## src/hw/sdtc_pkg.sv

```systemverilog
// Purpose: Shared constants and types of the rectifier dead-time compensator.
// Assumes: 32-bit classic Wishbone register bus, byte addresses, 200 MHz clock.
// Notes:   Counts and times are in clock cycles of the single block clock.
package sdtc_pkg;
   // Widths
   localparam int CNT_W  = 7;                // Conduction count, 0 to 127
   localparam int POS_W  = 16;               // Period and edge positions
   localparam int ADJ_W  = 16;               // Signed edge adjustment
   localparam int WIN_W  = 8;                // Blanking and window lengths
   localparam int FLT_W  = 4;                // Consecutive fault counter
   localparam int ADR_W  = 8;                // Byte address bits decoded

   // Register byte offsets
   localparam logic [ADR_W-1:0] REG_CTRL    = 8'h00;
   localparam logic [ADR_W-1:0] REG_PERIOD  = 8'h04;
   localparam logic [ADR_W-1:0] REG_RISE    = 8'h08;
   localparam logic [ADR_W-1:0] REG_NOMFALL = 8'h0C;
   localparam logic [ADR_W-1:0] REG_WINDOW  = 8'h10;
   localparam logic [ADR_W-1:0] REG_MANUAL  = 8'h14;
   localparam logic [ADR_W-1:0] REG_CLAMP   = 8'h18;
   localparam logic [ADR_W-1:0] REG_TARGET  = 8'h1C;
   localparam logic [ADR_W-1:0] REG_FAULT   = 8'h20;
   localparam logic [ADR_W-1:0] REG_COUNTS  = 8'h24;
   localparam logic [ADR_W-1:0] REG_ADJ     = 8'h28;
   localparam logic [ADR_W-1:0] REG_STATUS  = 8'h2C;
   localparam logic [ADR_W-1:0] REG_MASK    = 8'h30;

   // Field positions
   localparam int CTRL_EN_BIT   = 0;         // compensation_enable
   localparam int CTRL_AUTO_BIT = 1;         // 1 automatic, 0 manual
   localparam int HI_LSB        = 16;        // Upper half-word fields
   localparam int BYTE1_LSB     = 8;         // Second byte fields
   localparam int FLT_NUM_LSB   = 16;        // Consecutive fault number
   localparam int ST_FLAG_LSB   = 0;         // Fault flagged, one per rectifier
   localparam int ST_STEP_LSB   = 2;         // Fault step taken, one per rectifier
   localparam int ST_W          = 4;

   // Reset values
   localparam logic [POS_W-1:0] PERIOD_RST  = 16'h00C8;
   localparam logic [POS_W-1:0] RISE_RST    = 16'h0004;
   localparam logic [POS_W-1:0] NOMFALL_RST = 16'h0050;
   localparam logic [WIN_W-1:0] BLANK_RST   = 8'h02;
   localparam logic [WIN_W-1:0] LEN_RST     = 8'h18;
   localparam logic [ADJ_W-1:0] CLMAX_RST   = 16'h0020;
   localparam logic [ADJ_W-1:0] CLMIN_RST   = 16'hFFE0;
   localparam logic [CNT_W-1:0] TARGET_RST  = 7'h08;
   localparam logic [CNT_W-1:0] HYST_RST    = 7'h02;
   localparam logic [CNT_W-1:0] FTHR_RST    = 7'h01;
   localparam logic [ADJ_W-1:0] FSTEP_RST   = 16'h0008;
   localparam logic [FLT_W-1:0] FNUM_RST    = 4'h3;

   // Automatic-mode step and count saturation
   localparam logic signed [ADJ_W-1:0] AUTO_STEP = 16'sh0001;
   localparam logic [CNT_W-1:0] CNT_MAX = 7'h7F;

   // Detection window sequencer
   typedef enum logic [1:0] {
      SDTC_IDLE,
      SDTC_BLANK,
      SDTC_OPEN
   } sdtc_win_state_type;
endpackage

```

## src/hw/sdtc_core.sv

```systemverilog
// Purpose: Synchronous-rectifier dead-time compensator with Wishbone registers.
// Assumes: Two rectifiers, rect0 in the first half period, rect1 in the second.
// Notes:   Measurement of one cycle steers the turn-off edge of the next one.
// Operation
// Detection window opens after blanking following each gate falling edge.
// Manual mode applies the written offset; counts are still captured.
// Accumulated adjustment is clamped between programmable minimum and maximum.
// Falling edge always stays within 50% of the period.
// Automatic mode regulates conduction time toward a programmable target.
// Within the hysteresis band around the target the edge is not moved.
// Conduction below the fault threshold flags a negative-current fault.
// A fault step cuts next-cycle on-time by the programmed step size.
// Fault step only after the programmed number of consecutive faults.
// One enable bit switches the whole compensation on or off.
// Sense-low time counted only while the window is open.
// Separate conduction count per rectifier, 0 to 127.
// Measure in this cycle, apply the adjustment in the next cycle.
// Outside the band, move adjustment one step per cycle toward target.
// Fault step wins over the target step; result is still clamped.
`timescale 1ns/10ps
module sdtc_core (
   input  wire logic                       clk_i,
   input  wire logic                       rst_i,
   input  wire logic                       wb_cyc_i,
   input  wire logic                       wb_stb_i,
   input  wire logic                       wb_we_i,
   input  wire logic [sdtc_pkg::ADR_W-1:0] wb_adr_i,
   input  wire logic [3:0]                 wb_sel_i,
   input  wire logic [31:0]                wb_dat_i,
   output logic      [31:0]                wb_dat_o,
   output logic                            wb_ack_o,
   input  wire logic                       conduction_sense0_n_i,
   input  wire logic                       conduction_sense1_n_i,
   output logic                            pulse_generator_output0_o,
   output logic                            pulse_generator_output1_o,
   output logic                            irq_o
);
   import sdtc_pkg::*;

   localparam int NCH = 2;

   // Software registers
   logic                    en_r;
   logic                    auto_r;
   logic [POS_W-1:0]        period_r;
   logic [POS_W-1:0]        rise_r;
   logic [POS_W-1:0]        nomfall_r;
   logic [WIN_W-1:0]        blank_r;
   logic [WIN_W-1:0]        len_r;
   logic [ADJ_W-1:0]        manual_r;
   logic [ADJ_W-1:0]        clmax_r;
   logic [ADJ_W-1:0]        clmin_r;
   logic [CNT_W-1:0]        target_r;
   logic [CNT_W-1:0]        hyst_r;
   logic [CNT_W-1:0]        fthr_r;
   logic [ADJ_W-1:0]        fstep_r;
   logic [FLT_W-1:0]        fnum_r;
   logic [ST_W-1:0]         status_r;
   logic [ST_W-1:0]         mask_r;
   logic [ST_W-1:0]         status_nxt;

   // Per-rectifier state
   logic [NCH-1:0]          sense_m_r;
   logic [NCH-1:0]          sense_s_r;
   logic [NCH-1:0]          gate_fall;
   logic [NCH-1:0]          done;
   logic [NCH-1:0]          flag;
   logic [NCH-1:0]          step_take;
   logic [CNT_W-1:0]        count      [NCH];
   logic signed [ADJ_W-1:0] adj_r      [NCH];
   logic signed [ADJ_W-1:0] adj_nxt    [NCH];
   logic [FLT_W-1:0]        fcnt_r     [NCH];
   logic [FLT_W-1:0]        fcnt_nxt   [NCH];
   logic [POS_W-1:0]        fall_eff_r [NCH];
   logic [POS_W-1:0]        fall_calc  [NCH];

   // Period generator
   logic [POS_W-1:0]        pcnt_r;
   logic [POS_W-1:0]        half;
   logic                    wrap;
   logic [POS_W-1:0]        pos      [NCH];
   logic [NCH-1:0]          in_half;
   logic [NCH-1:0]          half_start;
   logic [NCH-1:0]          pwm_nxt;
   logic [NCH-1:0]          pwm_r;

   // Bus decode
   logic                    req;
   logic                    wr_en;
   logic [31:0]             rd_mux;
   logic                    ack_nxt;
   logic [31:0]             wr_merged;

   // Byte-lane merge for a write, used by the PERIOD, RISE, NOMFALL, MANUAL and CLAMP registers
   function automatic logic [31:0] merge(input logic [31:0] old_v,
                                         input logic [31:0] new_v,
                                         input logic [3:0]  sel);
      logic [31:0] res;
      res = old_v;
      for (int b = 0; b < 4; b++) begin
         if (sel[b]) res[b*8 +: 8] = new_v[b*8 +: 8];
      end
      return res;
   endfunction

   // Clamp a signed position into a window of positions
   function automatic logic [POS_W-1:0] clamp_pos(input logic signed [POS_W+1:0] v,
                                                  input logic [POS_W-1:0]        hi);
      logic [POS_W-1:0] res;
      res = v[POS_W-1:0];
      if (v < 0) res = '0;
      else if (v > $signed({2'b00, hi})) res = hi;
      return res;
   endfunction

   // Write-one-to-clear status with set winning over clear
   assign req        = wb_cyc_i && wb_stb_i;
   assign wr_en      = req && wb_we_i && wb_ack_o;
   assign ack_nxt    = req && !wb_ack_o;
   assign wr_merged  = merge(rd_mux, wb_dat_i, wb_sel_i);   // Old value under new lanes
   assign status_nxt = (status_r & ~((wr_en && wb_adr_i == REG_STATUS && wb_sel_i[0])
                                     ? wb_dat_i[ST_W-1:0] : {ST_W{1'b0}}))
                       | {step_take, flag};

   // Read selection; unmapped addresses read as zero
   always_comb begin
      rd_mux = '0;
      case (wb_adr_i)
         REG_CTRL: begin
            rd_mux[CTRL_EN_BIT]   = en_r;
            rd_mux[CTRL_AUTO_BIT] = auto_r;
         end
         REG_PERIOD:  rd_mux[POS_W-1:0] = period_r;
         REG_RISE:    rd_mux[POS_W-1:0] = rise_r;
         REG_NOMFALL: rd_mux[POS_W-1:0] = nomfall_r;
         REG_WINDOW:  rd_mux = {16'h0000, len_r, blank_r};
         REG_MANUAL:  rd_mux[ADJ_W-1:0] = manual_r;
         REG_CLAMP:   rd_mux = {clmin_r, clmax_r};
         REG_TARGET:  rd_mux = {17'h00000, hyst_r, 1'b0, target_r};
         REG_FAULT:   rd_mux = {12'h000, fnum_r, fstep_r[7:0], 1'b0, fthr_r};
         REG_COUNTS:  rd_mux = {17'h00000, count[1], 1'b0, count[0]};
         REG_ADJ:     rd_mux = {adj_r[1], adj_r[0]};
         REG_STATUS:  rd_mux[ST_W-1:0] = status_r;
         REG_MASK:    rd_mux[ST_W-1:0] = mask_r;
         default:     rd_mux = '0;
      endcase
   end

   // Bus slave: ack one cycle after the request, write on the acked edge
   always_ff @(posedge clk_i) begin
      if (rst_i) begin
         wb_ack_o <= 1'b0;
         wb_dat_o <= '0;
      end else begin
         wb_ack_o <= ack_nxt;
         wb_dat_o <= ack_nxt ? rd_mux : 32'h0000_0000;
      end
   end

   // Configuration registers
   always_ff @(posedge clk_i) begin
      if (rst_i) begin
         en_r      <= 1'b0;
         auto_r    <= 1'b0;
         period_r  <= PERIOD_RST;
         rise_r    <= RISE_RST;
         nomfall_r <= NOMFALL_RST;
         blank_r   <= BLANK_RST;
         len_r     <= LEN_RST;
         manual_r  <= '0;
         clmax_r   <= CLMAX_RST;
         clmin_r   <= CLMIN_RST;
         target_r  <= TARGET_RST;
         hyst_r    <= HYST_RST;
         fthr_r    <= FTHR_RST;
         fstep_r   <= FSTEP_RST;
         fnum_r    <= FNUM_RST;
         mask_r    <= '0;
      end else if (wr_en) begin
         case (wb_adr_i)
            REG_CTRL: if (wb_sel_i[0]) begin
               en_r   <= wb_dat_i[CTRL_EN_BIT];
               auto_r <= wb_dat_i[CTRL_AUTO_BIT];
            end
            REG_PERIOD:  period_r  <= wr_merged[POS_W-1:0];
            REG_RISE:    rise_r    <= wr_merged[POS_W-1:0];
            REG_NOMFALL: nomfall_r <= wr_merged[POS_W-1:0];
            REG_WINDOW: begin
               if (wb_sel_i[0]) blank_r <= wb_dat_i[WIN_W-1:0];
               if (wb_sel_i[1]) len_r   <= wb_dat_i[BYTE1_LSB +: WIN_W];
            end
            REG_MANUAL:  manual_r  <= wr_merged[ADJ_W-1:0];
            REG_CLAMP: begin
               clmax_r <= wr_merged[ADJ_W-1:0];
               clmin_r <= wr_merged[HI_LSB +: ADJ_W];
            end
            REG_TARGET: begin
               if (wb_sel_i[0]) target_r <= wb_dat_i[CNT_W-1:0];
               if (wb_sel_i[1]) hyst_r   <= wb_dat_i[BYTE1_LSB +: CNT_W];
            end
            REG_FAULT: begin
               if (wb_sel_i[0]) fthr_r  <= wb_dat_i[CNT_W-1:0];
               if (wb_sel_i[1]) fstep_r <= {8'h00, wb_dat_i[BYTE1_LSB +: 8]};
               if (wb_sel_i[2]) fnum_r  <= wb_dat_i[FLT_NUM_LSB +: FLT_W];
            end
            REG_MASK: if (wb_sel_i[0]) mask_r <= wb_dat_i[ST_W-1:0];
            default: ;
         endcase
      end
   end

   // Status and level interrupt
   always_ff @(posedge clk_i) begin
      if (rst_i) begin
         status_r <= '0;
         irq_o    <= 1'b0;
      end else begin
         status_r <= status_nxt;
         irq_o    <= |(status_nxt & mask_r);
      end
   end

   // Switching period: rect0 owns the first half, rect1 the second
   assign half          = {1'b0, period_r[POS_W-1:1]};
   assign wrap          = (pcnt_r + 16'h0001 >= period_r);
   assign in_half[0]    = (pcnt_r < half);
   assign in_half[1]    = !in_half[0];
   assign pos[0]        = pcnt_r;
   assign pos[1]        = pcnt_r - half;
   assign half_start[0] = wrap;
   assign half_start[1] = (pcnt_r + 16'h0001 == half);

   always_ff @(posedge clk_i) begin
      if (rst_i) begin
         pcnt_r <= '0;
      end else begin
         pcnt_r <= wrap ? 16'h0000 : pcnt_r + 16'h0001;
      end
   end

   // Drain-sense inputs are off-chip: two flops before any use
   always_ff @(posedge clk_i) begin
      if (rst_i) begin
         sense_m_r <= '0;
         sense_s_r <= '0;
      end else begin
         sense_m_r <= ~{conduction_sense1_n_i, conduction_sense0_n_i};
         sense_s_r <= sense_m_r;
      end
   end

   genvar ch;
   generate
      for (ch = 0; ch < NCH; ch++) begin : g_rect
         logic signed [POS_W+1:0] raw_fall;
         logic signed [ADJ_W+1:0] step_sum;
         logic signed [ADJ_W+1:0] cl_sum;
         logic [CNT_W:0]          band_lo;
         logic [CNT_W:0]          band_hi;
         logic                    below;
         logic                    above;
         logic [FLT_W-1:0]        fneed;

         // Pulse: on from rise to the compensated fall inside its own half
         assign pwm_nxt[ch] = in_half[ch] && (pos[ch] >= rise_r)
                              && (pos[ch] < fall_eff_r[ch]);
         assign gate_fall[ch] = pwm_r[ch] && !pwm_nxt[ch];

         sdtc_window u_win (
            .clk_i       (clk_i),
            .rst_i       (rst_i),
            .gate_fall_i (gate_fall[ch]),
            .sense_low_i (sense_s_r[ch]),
            .blank_i     (blank_r),
            .length_i    (len_r),
            .count_o     (count[ch]),
            .done_o      (done[ch])
         );

         // Fault flag and consecutive filter
         assign fneed        = (fnum_r == '0) ? 4'h1 : fnum_r;
         assign flag[ch]     = done[ch] && (count[ch] < fthr_r);
         assign step_take[ch] = flag[ch] && auto_r && en_r
                                && (fcnt_r[ch] >= fneed - 4'h1);
         assign fcnt_nxt[ch] = !done[ch] ? fcnt_r[ch] :
                               (!flag[ch] || step_take[ch]) ? 4'h0 :
                               (fcnt_r[ch] == 4'hF) ? fcnt_r[ch] : fcnt_r[ch] + 4'h1;

         // Hysteresis band around the target
         assign band_lo = ({1'b0, target_r} > {1'b0, hyst_r}) ?
                          {1'b0, target_r} - {1'b0, hyst_r} : 8'h00;
         assign band_hi = {1'b0, target_r} + {1'b0, hyst_r};
         assign below   = ({1'b0, count[ch]} < band_lo);
         assign above   = ({1'b0, count[ch]} > band_hi);

         // Step selection: fault first, then target stepping
         always_comb begin
            step_sum = {{2{adj_r[ch][ADJ_W-1]}}, adj_r[ch]};
            if (step_take[ch]) begin
               step_sum = step_sum - $signed({2'b00, fstep_r});
            end else if (below) begin
               step_sum = step_sum - {{2{1'b0}}, AUTO_STEP};
            end else if (above) begin
               step_sum = step_sum + {{2{1'b0}}, AUTO_STEP};
            end
            cl_sum = step_sum;
            if (cl_sum > $signed({{2{clmax_r[ADJ_W-1]}}, clmax_r})) begin
               cl_sum = {{2{clmax_r[ADJ_W-1]}}, clmax_r};
            end else if (cl_sum < $signed({{2{clmin_r[ADJ_W-1]}}, clmin_r})) begin
               cl_sum = {{2{clmin_r[ADJ_W-1]}}, clmin_r};
            end
            if (!en_r) begin
               adj_nxt[ch] = '0;
            end else if (!auto_r) begin
               adj_nxt[ch] = manual_r;
            end else if (done[ch]) begin
               adj_nxt[ch] = cl_sum[ADJ_W-1:0];
            end else begin
               adj_nxt[ch] = adj_r[ch];
            end
         end

         // Next-cycle edge: nominal plus adjustment, held inside its half
         assign raw_fall      = $signed({2'b00, nomfall_r})
                                + {{2{adj_r[ch][ADJ_W-1]}}, adj_r[ch]};
         assign fall_calc[ch] = clamp_pos(raw_fall, half);

         always_ff @(posedge clk_i) begin
            if (rst_i) begin
               adj_r[ch]      <= '0;
               fcnt_r[ch]     <= '0;
               fall_eff_r[ch] <= '0;
               pwm_r[ch]      <= 1'b0;
            end else begin
               adj_r[ch]  <= adj_nxt[ch];
               fcnt_r[ch] <= fcnt_nxt[ch];
               pwm_r[ch]  <= pwm_nxt[ch];
               if (half_start[ch]) begin
                  fall_eff_r[ch] <= fall_calc[ch];
               end
            end
         end
      end
   endgenerate

   // Pulse outputs straight from their flops
   assign pulse_generator_output0_o = pwm_r[0];
   assign pulse_generator_output1_o = pwm_r[1];
endmodule

```

## src/hw/sdtc_window.sv

```systemverilog
// Purpose: Detection window and conduction timer for one rectifier.
// Assumes: sense_low_i is already synchronised; gate_fall_i is one-cycle pulse.
// Notes:   A new falling edge while the window runs restarts the measurement.
`timescale 1ns/10ps
module sdtc_window (
   input  wire logic                       clk_i,
   input  wire logic                       rst_i,
   input  wire logic                       gate_fall_i,
   input  wire logic                       sense_low_i,
   input  wire logic [sdtc_pkg::WIN_W-1:0] blank_i,
   input  wire logic [sdtc_pkg::WIN_W-1:0] length_i,
   output logic      [sdtc_pkg::CNT_W-1:0] count_o,
   output logic                            done_o
);
   import sdtc_pkg::*;

   sdtc_win_state_type       state_r;
   sdtc_win_state_type       state_nxt;
   logic [WIN_W-1:0]         tmr_r;
   logic [CNT_W-1:0]         acc_r;
   logic                     blank_end;
   logic                     open_end;

   // Window opens after blanking and closes after its length; zero blanking still takes one cycle
   assign blank_end = (tmr_r >= blank_i);
   assign open_end  = (tmr_r + 8'h01 >= length_i);

   // Window sequence, restarted on every gate-command falling edge
   always_comb begin
      state_nxt = state_r;
      case (state_r)
         SDTC_IDLE:  if (gate_fall_i) state_nxt = SDTC_BLANK;
         SDTC_BLANK: if (blank_end)   state_nxt = SDTC_OPEN;
         SDTC_OPEN:  if (open_end)    state_nxt = SDTC_IDLE;
         default:    state_nxt = SDTC_IDLE;
      endcase
      if (gate_fall_i) state_nxt = SDTC_BLANK;
   end

   // Timer and conduction accumulation, saturating at the top count
   always_ff @(posedge clk_i) begin
      if (rst_i) begin
         state_r <= SDTC_IDLE;
         tmr_r   <= '0;
         acc_r   <= '0;
         count_o <= '0;
         done_o  <= 1'b0;
      end else begin
         state_r <= state_nxt;
         done_o  <= 1'b0;
         if (gate_fall_i || (state_r != state_nxt)) begin
            tmr_r <= '0;
         end else begin
            tmr_r <= tmr_r + 8'h01;
         end
         if (gate_fall_i) begin
            acc_r <= '0;
         end else if (state_r == SDTC_OPEN && sense_low_i && acc_r != CNT_MAX) begin
            acc_r <= acc_r + 7'h01;
         end
         if (state_r == SDTC_OPEN && open_end && !gate_fall_i) begin
            count_o <= (sense_low_i && acc_r != CNT_MAX) ? acc_r + 7'h01 : acc_r;
            done_o  <= 1'b1;
         end
      end
   end
endmodule

```

## config.mk

```make
export PLATFORM = sky130hd
export DESIGN_NAME = sdtc_core
export DESIGN_NICKNAME = d
export VERILOG_FILES = /design/src/hw/sdtc_pkg.sv /design/src/hw/sdtc_core.sv /design/src/hw/sdtc_window.sv
export SDC_FILE = /design/constraint.sdc
export NUM_CORES = 1
export LEC_CHECK = 0
export BUFFER_PORTS_ARGS = -buffer_cell sky130_fd_sc_hd__buf_4
export CAP_MARGIN = 20
export CELL_PAD_IN_SITES_DETAIL_PLACEMENT = 0
export CELL_PAD_IN_SITES_GLOBAL_PLACEMENT = 1
export CORE_UTILIZATION = 25
export CTS_CLUSTER_SIZE = 16
export DETAILED_ROUTE_END_ITERATION = 16
export GPL_TIMING_DRIVEN = 0
export MAX_ROUTING_LAYER = met4
export PLACE_DENSITY = 0.59
export SYNTH_ARGS = -nofsm -noshare
export SYNTH_HDL_FRONTEND = slang
export SYNTH_HIERARCHICAL = 1
export SYNTH_SLANG_ARGS = --single-unit
```

## constraint.sdc

```tcl
create_clock -name clk_i -period 15.85 [get_ports clk_i]
set_clock_uncertainty 0.15 [all_clocks]
set_input_delay 0.7925 -clock clk_i [delete_from_list [all_inputs] [get_ports clk_i]]
set_output_delay 0.7925 -clock clk_i [all_outputs]
set_load 0.05 [all_outputs]
```

==> results of run 1 <==
## worst register-to-register path: cells and delay by family (launching register included)
kind,cells,cell delay [ns]
simple gates,12,2.72
fa+ha+maj,3,0.95
xor+xnor,2,0.58
buf+inv,5,1.17
flops,1,0.56
compound gates,10,2.11
## kinds of logic after synthesis
kind of cell	after synthesis
AOI/OAI and AO/OA	850
xor gates and xnor gates	137
adders and majority gates	350
buffers and inverters	385
DFF	333
muxes	85
other	1
and+or+nand+nor	1081
## report_power, final
| group | internal (W) | switching, W | leakage, nW |
|---|---|---|---|
| Clock | 0.000676 | 0.000453 | 0.789 |
| Combinational | 0.0000809 | 0.000113 | 8.81 |
| Sequential | 0.000866 | 0.0000208 | 2.76 |
| Total | 0.00162 | 0.000587 | 12.4 |
## cell usage after synthesis (all sizes together) (33+ instances only)
library cell and count:
a211oi 41, a21o 54, a21oi 274, a221oi 45
clkbuf 112, dfxtp 301, ha 343, inv 244
mux2i 64, nand2 231, nand2b 33, nand3 124
nand4 46, nor2 433, nor2b 33, nor3 54
o21ai 129, xnor2 80, xor2 57
## per-stage QoR
step,total power [W],util [%],cell area [µm²],hold WS (ns)
6_report,0.00221,29.3,29800,0.137
4_1_cts,0.00223,29.2,29800,0.114
3_5_place_dp,0.00110,27.7,28200,0.280
3_3_place_gp,0.00110,27.6,28100,0.270
2_1_floorplan,0.00103,-,25800,0.264
5_1_grt,0.00229,29.2,29800,0.124
## registers in the layout (all words and copies together), names as in the netlist, 7 cells and up
name	count
blank_r	8
adj_r	32
wb_dat_o	32
nomfall_r	16
g_rect.u_win/tmr_r	16
clmin_r	16
fcnt_r	8
target_r	7
hyst_r	7
clmax_r	16
rise_r	16
pcnt_r	16
fthr_r	7
len_r	8
period_r	16
manual_r	16
g_rect.u_win/count_o	14
fstep_r	8
fall_eff_r	32
g_rect.u_win/acc_r	14
## layout make-up
cell class                 instances  area, µm²  area share [%]
multi-input combinational       2505      17300            58.1
sequential                       333       6990            23.4
tap                             1368       1710            5.73
clock buffer                      60       1290            4.33
inverter                         245        920            3.08
timing repair buffer              89        691            2.31
buffer                           140        576            1.93
clock inverter                    20        334            1.12
antenna                            1       2.50         0.00838
## layer usage
metal	global-route usage, %	wire, µm	up-vias
li1	-	-	11900
met5	-	0	-
met2	33.9	50000	900
met1	29.1	51400	12000
met4	7.93	4770	0
met3	2.82	6670	230
## worst max-delay path by stage
| stage | endpoint | cells after the start |
|---|---|---|
| final | adj_r[1][9]$_SDFFE_PP0P_ | 32 |
| after global routing | adj_r[1][9]$_SDFFE_PP0P_ | 32 |
| after CTS | adj_r[1][9]$_SDFFE_PP0P_ | 29 |
| after detailed placement | adj_r[1][9]$_SDFFE_PP0P_ | 29 |
| after global placement | adj_r[1][9]$_SDFFE_PP0P_ | 31 |
| after floorplan | adj_r[0][2]$_SDFFE_PP0P_ | 27 |
==> impl_metrics.json, run 1 <==
{
  "status": "complete, no violations",
  "finalHoldViolCount": 0,
  "critPathMostFrequentCell": "nor2_1",
  "synthFlopType": "dfxtp_1",
  "synth_async_sr_flop_share_pct": 0,
  "reg2reg_from": "hyst_r[2]$_SDFFE_PP0P_",
  "wl_mm": 113,
  "synth.area.top_cells": "dfxtp_1, ha_1, nor2_1, a21oi_1, edfxtp_1",
  "synth_enable_flop_cells": 32,
  "wl_per_cell_um": 23.7,
  "timing.rr.end": "adj_r[1][9]$_SDFFE_PP0P_",
  "tightest_slew_ns": 1.16,
  "ys_seq_area_share_pct": 27.1,
  "grt_pass1_wl_mm": 163,
  "crit_family": "simple AND/OR/NAND/NOR gates",
  "fmax_mhz": 118,
  "synth_top_cell_area_share_pct": 23.4,
  "dieHeight_um": 323,
  "grt_max_degree": 26,
  "fp.dieW_um": 323,
  "startpoint_type": "register",
  "cts_buffer_depth": 3,
  "tns_ns": 0,
  "crit_path_max_fanout": 10,
  "syn_avg_cell_area_um2": 8.01,
  "crit_slowest_cell": "nor4b_1",
  "gp_congestion": 0.959,
  "ir_worst_vdd_mv": 0.0929,
  "yosysTopAreaCell": "dfxtp_1",
  "synth-xor-area-share_pct": 4.68,
  "slew_headroom_pct": 22.1,
  "synthesis.instances": 3222,
  "final_cells": 4761,
  "antenna_left": 0,
  "netlist_area_um2": 25800,
  "fp-row-count": 117,
  "p_leak_nw": 12.4,
  "root_buffer": "clkbuf_16",
  "coreArea_um2": 102000,
  "vias_per_cell": 5.25,
  "period_share_pct": 53.5,
  "crit_path_start": "hyst_r[2]$_SDFFE_PP0P_",
  "initial_core_util_pct": 25.3,
  "min_period_ns": 8.47,
  "layout_common_cells": "nor2_1, ha_1, dfxtp_1",
  "cts_sinks": 333,
  "dr.first_iter.drc_count": 2241,
  "cts-resized-gates": 0,
  "rsz0062_at_grt": "no",
  "hpwl_mm": 91.1,
  "vias": 25000,
  "final_nets": 3759,
  "antenna_found_initial": 1,
  "gr-total-overflow": 0,
  "track_usage_pct": 21.9,
  "io_pins": 87,
  "worstSetupPathType": "reg2reg",
  "first_pass_iters": 5,
  "hold_path_class": "in2reg",
  "required_ns": 16.11,
  "synth-seq-cells": 333,
  "slew_viol_final": 0,
  "ys_warn_count": 6,
  "clock_latency_ns": 0.66,
  "place_ws_ns": 7.59,
  "end_kind": "register",
  "synth_compound_area_share_pct": 22.4,
  "cp.arrival_ns": 8.74,
  "synthAdderAreaFrac_pct": 17.2,
  "setup_viol": 0,
  "areaGrowthSynthToFinish_pct": 15.7,
  "cts_tree": "done",
  "clk_pin_slew_ns": 0.06,
  "synthMuxAreaShare_pct": 3.40,
  "drc_errors": 0,
  "synth_cell_type_count": 104,
  "ctsHoldBuffers": 0,
  "slowest_delay_ns": 0.60,
  "synth_top_family_by_area": "compound AO/OA/AOI/OAI gates",
  "cts_setup_buffers": 0,
  "numCtsBuffers": 44,
  "h-tree-depth": 2,
  "die_area_um2": 104000,
  "whs_path_depth": 2,
  "grt_pass1_vias": 23600,
  "cellPowerDensity_nw_per_um2": 74.0,
  "holdPathEnd": "sense_m_r[1]$_SDFF_PP0_",
  "maxCapViolCount": 0,
  "crit_buf_inv": 5,
  "yosys.area_share.simple_pct": 19.4,
  "final_common_cell": "nor2_1",
  "io_buffer_count": 85,
  "drive_above_1_share_pct": 7.78,
  "min_from": "conduction_sense1_n_i",
  "reg2reg_slack_ns": 7.38,
  "fillers": 11100,
  "fin_ws_ns": 7.38,
  "reg2regPathDepth": 32,
  "dp_cells": 4680
}
No activity file was read; power rests on OpenSTA's default activity.
==> run 2, diff against run 1 <==
--- a/config.mk
+++ b/config.mk
@@ -14,7 +14,7 @@
 export DETAILED_ROUTE_END_ITERATION = 16
 export GPL_TIMING_DRIVEN = 0
 export MAX_ROUTING_LAYER = met4
-export PLACE_DENSITY = 0.59
+export PLACE_DENSITY = 0.6
 export SYNTH_ARGS = -nofsm -noshare
 export SYNTH_HDL_FRONTEND = slang
 export SYNTH_HIERARCHICAL = 1
==> constraint.sdc (replaced) <==
create_clock -name clk_i -period 7.5 [get_ports clk_i]
set_clock_uncertainty 0.15 [all_clocks]
set_input_delay 0.375 -clock clk_i [delete_from_list [all_inputs] [get_ports clk_i]]
set_output_delay 0.375 -clock clk_i [all_outputs]
set_load 0.05 [all_outputs]
==> run 2 against run 1 <==
  * Via count increased by 0.53%
  * Flip-flop and latch count unchanged
  * Clock power increased by 110%
  * Sequential power increased by 110%
  * Critical path type unchanged
  * Largest cell class unchanged
  * Largest power group unchanged
==> impl_metrics.json, run 2 (synthesis results as in run 1) <==
{
  "fin_util_pct": 29.8,
  "whs_path_depth": 3,
  "cp.arrival_ns": 7.62,
  "antenna_found_initial": 7,
  "cts_buffer_depth": 3,
  "end_kind": "register",
  "switching_share_pct": 26.3,
  "power_w": 0.00468,
  "fp.dieW_um": 323,
  "fp-row-count": 117,
  "vias": 25100,
  "largestRegisters": "adj_r: 32 flops, fall_eff_r: 32 flops, wb_dat_o: 32 flops",
  "numCtsBuffers": 44,
  "ir_worst_vdd_mv": 0.161,
  "initial_core_util_pct": 25.3,
  "cellPowerDensity_nw_per_um2": 154,
  "areaGrowthSynthToFinish_pct": 17.7,
  "drc_errors": 0,
  "p_leak_nw": 12.6,
  "final_cells": 4796,
  "clock_latency_ns": 0.62,
  "status": "complete, no violations",
  "startpoint_type": "register",
  "wl_mm": 112,
  "worstSetupPathType": "reg2reg",
  "grt_pass1_vias": 23700,
  "crit_path_max_fanout": 10,
  "power_switching_w": 0.00123,
  "vias_per_cell": 5.24,
  "tns_ns": 0,
  "final_common_cell": "nor2_1",
  "slew_headroom_pct": 19.8,
  "grt_pass1_wl_mm": 163,
  "cts_sinks": 333,
  "hold_ws_ns": 0.0182,
  "layout_common_cells": "nor2_1, ha_1, dfxtp_1",
  "intPower_w": 0.00345,
  "reg2regPathDepth": 25,
  "hpwl_mm": 90.5,
  "clk_pin_slew_ns": 0.06,
  "drive_above_1_share_pct": 9.34,
  "hold_path_class": "in2reg",
  "gr-total-overflow": 0,
  "p_comb_share_pct": 8.9,
  "io_buffer_count": 85,
  "period_share_pct": 96.3,
  "track_usage_pct": 21.8,
  "first_pass_iters": 6,
  "wl_per_cell_um": 23.4,
  "final_nets": 3792,
  "maxCapViolCount": 0,
  "die_area_um2": 104000,
  "io_pins": 87,
  "cts_tree": "done",
  "tightest_slew_ns": 1.20,
  "dp_cells": 4680,
  "setup_viol": 0,
  "gp_congestion": 0.957,
  "dr.first_iter.drc_count": 2364,
  "h-tree-depth": 2,
  "finalHoldViolCount": 0,
  "required_ns": 7.90,
  "min_period_ns": 7.23,
  "fmax_mhz": 138,
  "coreArea_um2": 102000,
  "antenna_left": 0,
  "slew_viol_final": 0,
  "power_frac_seq_pct": 40.0,
  "root_buffer": "clkbuf_16",
  "fillers": 11100,
  "p_clk_share_pct": 51.1,
  "dieHeight_um": 323,
  "grt_max_degree": 26
}
## run 2: final timing paths
check                                        startpoint                  endpoint  slack [ns]
worst min-delay path                       wb_dat_i[11]   fstep_r[3]$_SDFFE_PP1P_        0.02
worst max register to register   hyst_r[0]$_SDFFE_PP0P_  adj_r[0][2]$_SDFFE_PP0P_        0.27
worst max-delay path             hyst_r[0]$_SDFFE_PP0P_  adj_r[0][2]$_SDFFE_PP0P_        0.27
worst min register to register  sense_m_r[1]$_SDFF_PP0_   sense_s_r[1]$_SDFF_PP0_        0.29
## run 2: worst max-delay path, stage by stage (launching register included)
cell and delay, ns:
dfxtp_1 0.39, ha_1 0.24, fa_1 0.39, a21oi_1 0.16
nor2_1 0.06, nor2_1 0.15, xnor2_1 0.21, ha_1 0.30
a21o_1 0.18, a211o_1 0.29, o21ai_1 0.67, nor3_1 0.25
and3_1 0.31, nand3_1 0.28, o22ai_1 0.16, xnor2_1 0.37
ha_1 0.32, a211oi_1 0.21, o21bai_1 0.12, a221o_1 0.38
nor3_4 0.32, a221o_1 0.35, a31oi_4 0.10, buf_6 0.21
a2111o_1 0.42, a31oi_1 0.16
## run 2: power groups by stage
stage	combinational (W)	clock [W]	sequential, W
2_1_floorplan	0.000272	0	0.00190
3_3_place_gp	0.000403	0	0.00191
3_5_place_dp	0.000409	0	0.00191
4_1_cts	0.000419	0.00244	0.00187
5_1_grt	0.000470	0.00251	0.00188
6_report	0.000418	0.00239	0.00187
## run 2: routing by layer
metal | GRT usage (%) | up-vias | share of wire, %
li1 | - | 12000 | -
met2 | 34.1 | 870 | 44
met1 | 28.5 | 12000 | 45
met5 | - | - | 0
met4 | 7.50 | 0 | 4.1
met3 | 3.15 | 230 | 6.3
## run 2: area by class of cell
cell class	count	area, µm²	area share, %
Sequential cell	333	6990	23.0
Antenna cell	2	5.00	0.0165
Timing Repair Buffer	122	981	3.23
Inverter	245	920	3.03
Buffer	139	582	1.92
Tap cell	1368	1710	5.64
Clock buffer	56	1260	4.15
Clock inverter	25	358	1.18
Multi-Input combinational cell	2506	17600	57.8
## run 2: per-stage QoR
stage          area, µm²  worst slack, ns
3_3_place_gp       28100           -0.965
4_1_cts            30100           0.0340
3_5_place_dp       28200           -0.652
2_1_floorplan      25800             1.00
6_report           30400            0.275
5_1_grt            30400          -0.0221
## run 2: what timing repair did
item	in CTS	in global routing
gates cloned	0	1
hold endpoints to repair	44	0
resized for setup	13	41
setup buffers	8	8
pin swaps	4	6
endpoints found under the setup margin	32	32
hold buffers	17	0
